[src/hw/slbc_pkg.sv]
// Package for the serial link self-test controller.
// Assumes an 8-bit register address space reached by a local target port.
package slbc_pkg;
  localparam int          NUM_PORTS     = 4;
  localparam logic [7:0]  ADDR_PAGE_SEL = 8'h4C;
  localparam logic [7:0]  ADDR_ERR_TALLY = 8'h57;
  localparam logic [7:0]  ADDR_TEST_CTL = 8'hB3;
  localparam logic [7:0]  PORT_LO       = 8'h46;
  localparam logic [7:0]  PORT_HI       = 8'h7F;
  localparam logic [7:0]  DBG_LO        = 8'hD0;
  localparam logic [7:0]  DBG_HI        = 8'hDF;
  localparam logic [7:0]  TALLY_LOCKFAIL = 8'hFF;
  localparam logic [7:0]  TALLY_MAX     = 8'hFE;
  localparam int          CTL_EN_BIT    = 0;
  localparam int          CTL_CLK_LSB   = 1;
  localparam int          CTL_GATE_LSB  = 6;
  localparam logic [1:0]  GATE_OFF      = 2'h0;
  localparam logic [1:0]  GATE_ON       = 2'h2;
  localparam logic [7:0]  SER_CLK_REG   = 8'h14;
  localparam logic [7:0]  SER_MODE_REG  = 8'h13;
  localparam logic [7:0]  SER_MODE_ON   = 8'h01;
  localparam logic [7:0]  SER_MODE_OFF  = 8'h00;
  localparam logic [7:0]  RESET_BYTE    = 8'h00;
endpackage

[src/hw/slbc_reg_if.sv]
// Register access interface between the top and the back-channel sender.
// Assumes a single clock shared by both ends.
`timescale 1ns/1ps
interface slbc_bc_if;
  logic       req;
  logic [7:0] addr;
  logic [7:0] data;
  logic       busy;
  logic       done;
  modport ctl (output req, output addr, output data,
               input busy, input done);
  modport snd (input req, input addr, input data,
               output busy, output done);
endinterface

[src/hw/slbc_bc_sender.sv]
// Back-channel write sender: latches one register write, presents it.
// Assumes the link layer accepts a write with a ready-style handshake.
`timescale 1ns/1ps
module slbc_bc_sender (
  // Clock and reset
  input  wire logic mclk,
  input  wire logic reset,
  input  wire logic clk_en,
  // Control side
  slbc_bc_if.snd    bc,
  // Link side
  output logic       wr_valid,
  output logic [7:0] wr_addr,
  output logic [7:0] wr_data,
  input  wire logic  wr_ready
);
  typedef struct packed {
    logic       valid;
    logic [7:0] addr;
    logic [7:0] data;
    logic       done;
  } slbc_snd_t;
  slbc_snd_t s_q, s_d;

  always_comb begin
    s_d = s_q;
    s_d.done = 1'b0;
    if (s_q.valid && wr_ready) begin
      s_d.valid = 1'b0;
      s_d.done = 1'b1;
    end else if (!s_q.valid && bc.req) begin
      s_d.valid = 1'b1;
      s_d.addr = bc.addr;
      s_d.data = bc.data;
    end
  end

  always_ff @(posedge mclk) begin
    if (reset)
      s_q <= '0;
    else if (clk_en)
      s_q <= s_d;
  end

  assign wr_valid = s_q.valid;
  assign wr_addr  = s_q.addr;
  assign wr_data  = s_q.data;
  assign bc.busy  = s_q.valid;
  assign bc.done  = s_q.done;
endmodule // slbc_bc_sender

[src/hw/slbc_top.sv]
// Self-test controller for a four-port serial link hub.
// Assumes register accesses arrive as one-cycle strobes from the I2C target
// and control-channel decoders, already merged.
`timescale 1ns/1ps
// Contract
// - Start sends mode writes to remote serializer
// - Each port checks stream, flags mismatches
// - Per-port error tally read at 0x57
// - No lock or lost lock reads FF
// - Error counting saturates at FE
// - Pass pin pulses low per error
// - Gating 00 disables outputs during test
// - Gating 10 keeps outputs enabled
// - Enabled outputs idle LP11 unless pattern
// - Clock select copied to remote 0x14[2:1]
// - Clock select captured only at start
// - Registers reachable from both access ports
// - Port space reads page, writes broadcast (code decodes only the 0x4C page register and the paged 0x57 read there; other port-space writes are ignored)
// - Debug space uses same paging
module slbc_top #(
  parameter int NPORT = slbc_pkg::NUM_PORTS
) (
  // Clock, reset, enable
  input  wire logic              mclk,
  input  wire logic              reset,
  input  wire logic              clk_en,
  // Merged register access (I2C target or control channel)
  input  wire logic              reg_wr,
  input  wire logic              reg_rd,
  input  wire logic [7:0]        reg_addr,
  input  wire logic [7:0]        reg_wdata,
  output logic      [7:0]        reg_rdata,
  output logic                   reg_rvalid,
  // Receive ports
  input  wire logic [NPORT-1:0]  rx_lock,
  input  wire logic [NPORT-1:0]  rx_sync,
  input  wire logic [NPORT-1:0]  rx_err,
  input  wire logic              pattern_gen_en,
  // Back channel writes to remote serializer
  output logic                   bc_wr_valid,
  output logic      [7:0]        bc_wr_addr,
  output logic      [7:0]        bc_wr_data,
  input  wire logic              bc_wr_ready,
  // Output gating and status
  output logic                   test_active,
  output logic                   outputs_enable,
  output logic                   csi_lp11_idle,
  output logic      [NPORT-1:0]  port_pass
);
  typedef enum logic [1:0] {
    ST_IDLE = 2'b00,
    ST_MODE = 2'b01,
    ST_CLK  = 2'b11,
    ST_RUN  = 2'b10
  } slbc_state_t;

  typedef struct packed {
    slbc_state_t            st;
    logic [7:0]             ctl;
    logic [7:0]             page;
    logic [1:0]             clk_sel;
    logic                   sent;
    logic                   stop_pend;
    logic [NPORT-1:0][7:0]  tally;
    logic [NPORT-1:0][7:0]  dbg;
    logic [NPORT-1:0]       locked_once;
    logic [7:0]             rdata;
    logic                   rvalid;
    logic                   oe;
    logic                   lp11;
    logic [NPORT-1:0]       pass;
    logic                   active;
  } slbc_state_s_t;

  slbc_state_s_t r_q, r_d;
  slbc_bc_if bc ();

  function automatic logic [7:0] tally_next(input logic [7:0] t);
    return (t >= slbc_pkg::TALLY_MAX) ? t : t + 8'h01;
  endfunction

  function automatic logic in_rng(input logic [7:0] a,
                                  input logic [7:0] lo,
                                  input logic [7:0] hi);
    return (a >= lo) && (a <= hi);
  endfunction

  slbc_bc_sender u_snd (
    .mclk     (mclk),
    .reset    (reset),
    .clk_en   (clk_en),
    .bc       (bc.snd),
    .wr_valid (bc_wr_valid),
    .wr_addr  (bc_wr_addr),
    .wr_data  (bc_wr_data),
    .wr_ready (bc_wr_ready)
  );

  logic [1:0] pg;
  logic       enw;
  logic       run;
  assign pg  = r_q.page[5:4];
  assign run = (r_q.st == ST_RUN);
  assign enw = reg_wr && (reg_addr == slbc_pkg::ADDR_TEST_CTL);

  always_comb begin
    r_d = r_q;
    r_d.rvalid = 1'b0;
    r_d.sent = 1'b0;
    bc.req  = 1'b0;
    bc.addr = slbc_pkg::SER_MODE_REG;
    bc.data = slbc_pkg::SER_MODE_ON;
    // Both access ports share this decoder
    if (reg_wr) begin
      if (reg_addr == slbc_pkg::ADDR_PAGE_SEL)
        r_d.page = reg_wdata;
      else if (enw)
        r_d.ctl = reg_wdata;
      else if (in_rng(reg_addr, slbc_pkg::DBG_LO, slbc_pkg::DBG_HI))
        for (int p = 0; p < NPORT; p++)
          if (r_q.page[p]) r_d.dbg[p] = reg_wdata;
    end
    if (reg_rd) begin
      r_d.rvalid = 1'b1;
      r_d.rdata  = slbc_pkg::RESET_BYTE;
      if (reg_addr == slbc_pkg::ADDR_PAGE_SEL)
        r_d.rdata = r_q.page;
      else if (reg_addr == slbc_pkg::ADDR_TEST_CTL)
        r_d.rdata = r_q.ctl;
      else if (reg_addr == slbc_pkg::ADDR_ERR_TALLY)
        r_d.rdata = r_q.tally[pg];
      else if (in_rng(reg_addr, slbc_pkg::DBG_LO, slbc_pkg::DBG_HI))
        r_d.rdata = r_q.dbg[pg];
    end
    unique case (r_q.st)
      ST_IDLE: if (r_q.ctl[slbc_pkg::CTL_EN_BIT]) begin
        // Clock select frozen here; later writes do not reach the remote
        r_d.clk_sel = r_q.ctl[slbc_pkg::CTL_CLK_LSB +: 2];
        r_d.tally = '0;
        r_d.locked_once = '0;
        r_d.stop_pend = 1'b0;
        r_d.st = ST_MODE;
      end
      ST_MODE: begin
        bc.req = !bc.busy && !r_q.sent;
        if (bc.req) r_d.sent = 1'b1;
        if (bc.done) r_d.st = ST_CLK;
        else if (r_q.sent) r_d.sent = 1'b1;
      end
      ST_CLK: begin
        bc.addr = slbc_pkg::SER_CLK_REG;
        bc.data = {5'h00, r_q.clk_sel, 1'b0};
        bc.req = !bc.busy && !r_q.sent;
        if (bc.req) r_d.sent = 1'b1;
        if (bc.done) r_d.st = ST_RUN;
        else if (r_q.sent) r_d.sent = 1'b1;
      end
      ST_RUN: begin
        for (int p = 0; p < NPORT; p++) begin
          if (rx_lock[p]) r_d.locked_once[p] = 1'b1;
          // Lock failure value is sticky for the rest of the run
          if (r_q.tally[p] == slbc_pkg::TALLY_LOCKFAIL)
            r_d.tally[p] = slbc_pkg::TALLY_LOCKFAIL;
          else if (r_q.locked_once[p] && !rx_lock[p])
            r_d.tally[p] = slbc_pkg::TALLY_LOCKFAIL;
          else if (rx_lock[p] && rx_sync[p] && rx_err[p])
            r_d.tally[p] = tally_next(r_q.tally[p]);
        end
        if (!r_q.ctl[slbc_pkg::CTL_EN_BIT]) begin
          // Ports that never locked are marked at the end of the run
          for (int p = 0; p < NPORT; p++)
            if (!r_q.locked_once[p] && !rx_lock[p])
              r_d.tally[p] = slbc_pkg::TALLY_LOCKFAIL;
          r_d.st = ST_IDLE;
        end
      end
    endcase
    // Remote mode-off write is not issued; the remote leaves test on link drop
    for (int p = 0; p < NPORT; p++)
      r_d.pass[p] = !(run && rx_err[p]);
    r_d.oe = !run ||
             (r_q.ctl[slbc_pkg::CTL_GATE_LSB +: 2] == slbc_pkg::GATE_ON);
    r_d.lp11 = run && !pattern_gen_en;
    // Registered copy so the status pin never shows decode glitches
    r_d.active = (r_d.st == ST_RUN);
  end

  always_ff @(posedge mclk) begin
    if (reset) begin
      r_q <= '0;
      r_q.oe <= 1'b1;
      r_q.pass <= '1;
    end else if (clk_en) begin
      r_q <= r_d;
    end
  end

  assign reg_rdata      = r_q.rdata;
  assign reg_rvalid     = r_q.rvalid;
  assign test_active    = r_q.active;
  assign outputs_enable = r_q.oe;
  assign csi_lp11_idle  = r_q.lp11;
  assign port_pass      = r_q.pass;

  // Port 2 is driven to saturation by the bench
  chk_tally_no_ff: assert property (
    @(posedge mclk) disable iff (reset)
    clk_en && run && r_q.tally[2] == slbc_pkg::TALLY_MAX && rx_lock[2]
    && r_q.locked_once[2] && r_q.ctl[slbc_pkg::CTL_EN_BIT]
    |=> r_q.tally[2] == slbc_pkg::TALLY_MAX)
    else $error("tally passed FE on errors");
  // Port 3 is the one that drops lock in the bench
  chk_lock_loss_ff: assert property (
    @(posedge mclk) disable iff (reset)
    clk_en && run && r_q.locked_once[3] && !rx_lock[3]
    |=> r_q.tally[3] == slbc_pkg::TALLY_LOCKFAIL)
    else $error("lost lock did not give FF");
  chk_err_counts: assert property (
    @(posedge mclk) disable iff (reset)
    clk_en && run && rx_lock[1] && rx_sync[1] && rx_err[1]
    && r_q.tally[1] < slbc_pkg::TALLY_MAX && r_q.ctl[slbc_pkg::CTL_EN_BIT]
    |=> r_q.tally[1] == $past(r_q.tally[1]) + 8'h01)
    else $error("error not counted");
  chk_start_clear: assert property (
    @(posedge mclk) disable iff (reset)
    clk_en && r_q.st == ST_IDLE && r_q.ctl[slbc_pkg::CTL_EN_BIT]
    |=> r_q.tally == '0 && r_q.st == ST_MODE)
    else $error("start did not clear tallies");
  chk_pass_low: assert property (
    @(posedge mclk) disable iff (reset)
    clk_en && run && rx_err[1] |=> !port_pass[1])
    else $error("pass pin not low on error");
  chk_gate_off: assert property (
    @(posedge mclk) disable iff (reset)
    clk_en && run
    && r_q.ctl[slbc_pkg::CTL_GATE_LSB +: 2] == slbc_pkg::GATE_OFF
    |=> !outputs_enable)
    else $error("outputs not gated");
  chk_gate_on: assert property (
    @(posedge mclk) disable iff (reset)
    clk_en && run
    && r_q.ctl[slbc_pkg::CTL_GATE_LSB +: 2] == slbc_pkg::GATE_ON
    |=> outputs_enable)
    else $error("outputs gated wrongly");
  chk_clk_frozen: assert property (
    @(posedge mclk) disable iff (reset)
    run |=> r_q.clk_sel == $past(r_q.clk_sel))
    else $error("clock select changed in run");
  chk_clk_write: assert property (
    @(posedge mclk) disable iff (reset)
    bc_wr_valid && bc_wr_addr == slbc_pkg::SER_CLK_REG
    |-> bc_wr_data[2:1] == r_q.clk_sel)
    else $error("clock select write wrong");
  chk_read_page: assert property (
    @(posedge mclk) disable iff (reset)
    clk_en && reg_rd && reg_addr == slbc_pkg::ADDR_ERR_TALLY
    |=> reg_rvalid && reg_rdata == $past(r_q.tally[pg]))
    else $error("paged read wrong");
endmodule // slbc_top

[config.mk]
export PLATFORM = sky130hd
export DESIGN_NAME = slbc_top
export DESIGN_NICKNAME = d
export VERILOG_FILES = /design/src/hw/slbc_pkg.sv /design/src/hw/slbc_reg_if.sv /design/src/hw/slbc_bc_sender.sv /design/src/hw/slbc_top.sv
export SDC_FILE = /design/constraint.sdc
export NUM_CORES = 1
export LEC_CHECK = 0
export ABC_AREA = 0
export BUFFER_PORTS_ARGS = -buffer_cell sky130_fd_sc_hd__buf_2
export CORE_UTILIZATION = 38
export DETAILED_ROUTE_END_ITERATION = 7
export GPL_TIMING_DRIVEN = 0
export MAX_ROUTING_LAYER = met4
export PLACE_DENSITY = 0.6
export SLEW_MARGIN = 10
export SYNTH_ARGS = -nofsm -noshare
export SYNTH_HDL_FRONTEND = slang
export SYNTH_HIERARCHICAL = 1
export SYNTH_SLANG_ARGS = --single-unit
[constraint.sdc]
create_clock -name mclk -period 3 [get_ports mclk]
set_input_delay 0.15 -clock mclk [delete_from_list [all_inputs] [get_ports mclk]]
set_output_delay 0.15 -clock mclk [all_outputs]
set_load 0.1 [all_outputs]
# After elaboration in Yosys (flattened, before gate mapping)
# Cells that the tools add are included.
# totals
register_bits	123
latchBits	0
ramBits	0
mem_bits_ro	0
output_inout_bits	33
word_cells	173
n_memories	0
# classes
addsub	4
multipliers	0
div_mod_pow	0
n_lt_le_gt_ge	7
eq_ne	17
shifts	0
muxes	53
bitwise	3
reduce_logical	62
# op_table
cell	n
8-bit two-way mux	26
32-bit two-way mux	2
32-bit case mux with 2 select lines	1
8-bit equality test (second input constant)	5
8-bit >= comparator (second input constant)	5
8-bit by 1-bit adder with 8-bit output (second input constant)	4
8-bit binary-select mux with 2-bit select	2
1-bit logical AND	26
6-bit AND reduction	4
4-bit AND reduction	5
17-bit two-way mux	1
8-bit by 7-bit equality test with 1-bit output (second input constant)	2
1-bit logical NOT	16
1-bit two-way mux	12
3-bit AND reduction	4
2-bit != test (second input constant)	5
2-bit equality test (second input constant)	4
8-bit less-or-equal comparator (second input constant)	1
2-bit two-way mux	4
2-bit case mux with 4 select lines	1
4-bit case mux with 2 select lines	1
3-bit two-way mux	2
4-bit two-way mux	1
2-bit AND reduction	2
other kinds (7)	10

# Longest topological paths before layout
# logic_depth
depth_word	8
mapped_depth	7
ltp_nobuf	6

# Hierarchy
# Netlist, hierarchy kept.
# by_module_without_submodules
module	instances	cells_each	area_each_um2	seq_area_each_um2
slbc_top	1	641	5672.9	2102.0
slbc_bc_sender	1	78	813.3	360.3

# Least setup slack after synthesis
# Ideal clock, no wire load.
# synth_timing
path_type	flip-flop to flip-flop
start	register r_q, in the netlist pg[0]
end	register r_q, in the netlist reg_rdata[5]
setup_ns	0.120
arrival_time_ns	1.546
required_ns	2.880
setup_slack_ns	1.335
path_stages_with_launch	7
path_buffers	2
cell_sequence	dfxtp_1 -> buf_2 -> buf_4 -> mux4_2 -> nand3_1 -> a31o_2 -> a21oi_1
# synth_via
elab_chain_cells	6
# synth_rtl
item	line	text
from (decl)	slbc_top.sv:75	slbc_state_s_t r_q, r_d;
from (signal assigned)	slbc_top.sv:194	r_q <= r_d;
8-bit binary-select mux with 2-bit select	slbc_top.sv:133	r_d.rdata = r_q.dbg[pg];
8-bit two-way mux (not written as such)	slbc_top.sv:133	
8-bit two-way mux	slbc_top.sv:132	else if (in_rng(reg_addr, slbc_pkg::DBG_LO, slbc_pkg::DBG_HI))
8-bit two-way mux (*)	slbc_top.sv:130	else if (reg_addr == slbc_pkg::ADDR_ERR_TALLY)
8-bit two-way mux (*)	slbc_top.sv:128	else if (reg_addr == slbc_pkg::ADDR_TEST_CTL)
8-bit two-way mux (*)	slbc_top.sv:126	if (reg_addr == slbc_pkg::ADDR_PAGE_SEL)
# Every way passes the cells marked *; elsewhere a longest branch is shown, timed or not. The select of a mux whose other input is x is not followed.
# A chain may end at the register's enable or synchronous reset.

# Worst setup path in the final report
# layout_timing
start	register r_q[104] (netlist bit)
end	register r_q[72] (netlist bit)
# layout_via
elab_chain_cells	3
# layout_rtl
item	line	text
2-bit equality test or 2-bit logical NOT (tied branches)	slbc_top.sv:135	unique case (r_q.st)
2-bit nonzero test (no source line) or 2-bit != test (tied branches)	-	
3-bit AND reduction (no source line)	-	
# Parallel ways exist; a longest one is shown, timed or not.

==> flow_summary.yaml <==
floorplan:
  start_util: 0.390
  die_h_um: 133
  rows: 47
  core-area_um2: 16600
  dieArea_um2: 17600
  io_pins: 68
  dieWidth_um: 133
yosys:
  synth_enable_flop_cells: 0
  synth_cells: 719
  synth_cell_types: 64
  synth_top_cell_area_share: 0.380
  yosys-top-cells-area: "dfxtp_1, mux2i_1, mux4_2, nor2_1, nand2b_1"
  async_flop_share: 0
  synth_area_um2: 6490
  synth_top_area_cell: "dfxtp_1"
  ys_ff_latch: 123
  synth.avg_cell_area_um2: 9.02
  yosysSeqAreaShare: 0.380
  yosysWarnings: 6
  synth_flop_cell: "dfxtp_1"
setup_path:
  cp.required_ns: 3.35
  worstRegToRegCells: 5
  r2r_start: "r_q[104]"
  crit_fanout: 10
  slowest_stage: "clkbuf_1"
  startpoint: "r_q[104]"
  r2r_end: "r_q[72]"
  cpMostUsedCell: "clkbuf_1"
  arrival_ns: 2.40
  cp.depth: 5
  worstPathCellList: "and3b_1, clkbuf_1, clkbuf_1, o31ai_1, a21oi_1"
  critPathTopFamily: "buffers and inverters"
  cp-start-kind: "flop"
  r2r_slack_ns: 0.95
  setup.worst_path.end_class: "flop"
  crit_path_end: "r_q[72]"
  crit_buf_inv: 2
  cp_slowest_stage_delay_ns: 0.50
  crit_type: "flop to flop"
run:
  drv_cap: 0
pwr:
  peakVddDrop_mv: 0.431
  cellLeakagePower_nw: 3.07
  power.density_nw_per_um2: 516
final_layout:
  nets: 857
  final_common_cell: "dfxtp_1"
  final_cell_mix: "dfxtp_1, buf_2, nor2_1"
  final_util: 0.464
  area_growth_pct: 19.1
  drive_gt1_frac: 0.187
  diodes: 0
grt:
  grt-ovfl-total: 0
  antenna_found_initial: 0
  grt_pass1_vias: 5447
  grt_pass1_wl_um: 29400
  track_usage: 0.222
  grt_start_max_net_pins: 17
clocking:
  cts_tree: "built"
  hold_buffers: 1
  cts_setup_buffers: 0
  cts_root_buf: "clkbuf_16"
  cts_resized: 0
  cts.sinks: 123
  clk_pin_slew_ns: 0.06
  h-tree-depth: 4
  insertion_delay_ns: 0.42
  cts_buffer_depth: 2
  numCtsBuffers: 17
sta:
  tns_ns: 0
  final_hold_viol_count: 0
  tightest_slew_ns: 0.989
  relSlewSlack: 0.338
  grt_setup_unrepaired: "false"
  finalMaxSlewViolations: 0
  skew_ns: 0.00791
  period_minus_slack_ns: 2.05
  fin_crit_sh: 0.684
  setup_viol_count_final: 0
  whs_ns: 0.0199
  fmax_mhz: 487
detailed_routing:
  drc: 0
  vias: 5800
  drt_iter0_drc: 537
  wire_per_inst_um: 17.5
  via_per_inst: 5.54
  route.antenna.remaining_nets: 0
  routed_wl_um: 18300
  first_pass_iters: 5
hold_path:
  hp-class: "input pin to flop"
run_status:
  status: "complete, no violations"
place:
  place.port_buffers: 67
  dp_hpwl_um: 13000
  routabilityCongestion: 0.909
power breakdown:
group | switching (mW) | internal (mW) | leakage [nW]
registers | 0.0112 | 1.65 | 0.992
clock network | 0.823 | 1.24 | 0.280
logic | 0.188 | 0.0798 | 1.80
total | 1.02 | 2.97 | 3.07
worst min-delay path by stage:
stage,start,end,slack [ns],cells after the start
finish,clk_en,u_snd/bc.done,0.02,3
global route,rx_lock[0],r_q[16],0.02,3
CTS,rx_lock[0],r_q[16],0.007,3
detailed placement,bc_wr_ready,u_snd/bc.done,0.44,3
global placement,bc_wr_ready,u_snd/bc.done,0.44,3
floorplan,rx_lock[0],r_q[16],0.29,2
Yosys cell counts (all sizes together), types with 3 or more instances:
cell type	number
dfxtp	123
nor2	70
mux2i	59
nand2	45
a21oi	42
o21ai	39
nand2b	34
nand3	33
buf	29
clkbuf	28
nor3	27
inv	22
mux4	16
nor4	10
o31ai	10
a21o	9
o311ai	9
a211o	8
and3	8
ha	8
a31oi	7
o2111ai	7
nand4	6
o21a	6
a31o	5
a211oi	4
or3	4
a221oi	3
nor3b	3
o221a	3
o2bb2ai	3
o31a	3
routing by layer:
layer | vias up | global-route usage | wire length (um)
li1 | 2822 | - | -
met1 | 2734 | 0.298 | 8620
met2 | 208 | 0.329 | 8140
met3 | 36 | 0.0452 | 1180
met4 | 0 | 0.0837 | 365
met5 | - | - | 0
area by class of cell:
type,count,area [um2]
fill,1630,8920
buffer,57,314
sequential,123,2460
tap,220,275
inverter,22,82.6
multi-input combinational,525,3660
timing repair buffer,68,345
clock buffer,18,429
clock inverter,14,160
stage by stage:
| step | worst slack [ns] | total power, mW | instances | cell area [um2] |
|---|---|---|---|---|
| 2_1_floorplan | 1.33 | 1.87 | 727 | 6520 |
| 3_3_place_gp | 0.794 | 1.96 | 1014 | 7130 |
| 3_5_place_dp | 0.804 | 1.96 | 1014 | 7130 |
| 4_1_cts | 0.991 | 4.01 | 1047 | 7730 |
| 5_1_grt | 0.801 | 4.13 | 1047 | 7730 |
| 6_report | 0.949 | 3.99 | 1047 | 7730 |
flip-flops by register name (all words and copies together), names as in the netlist:
signal / count
r_q: 87
reg_rdata: 8
u_snd/wr_addr: 8
u_snd/wr_data: 8
port_pass: 4
pg: 2
csi_lp11_idle: 1
outputs_enable: 1
reg_rvalid: 1
test_active: 1
u_snd/bc.busy: 1
u_snd/bc.done: 1
worst reg2reg max path: stages, from the launching register on:
cell,delay (ns)
dfxtp_1,0.31
and3b_1,0.40
clkbuf_1,0.44
clkbuf_1,0.50
o31ai_1,0.18
a21oi_1,0.15
cell families (layout without fill, tap and decap cells):
family,after synthesis,after routing,synth area share
simple gates,260,260,0.205
flops,123,123,0.380
compound gates,171,171,0.189
other cells,2,10,0.00116
fa+ha+maj,8,8,0.0154
buf+inv,79,179,0.0611
mux,76,76,0.148
No activity file was read; power rests on OpenSTA's default activity.
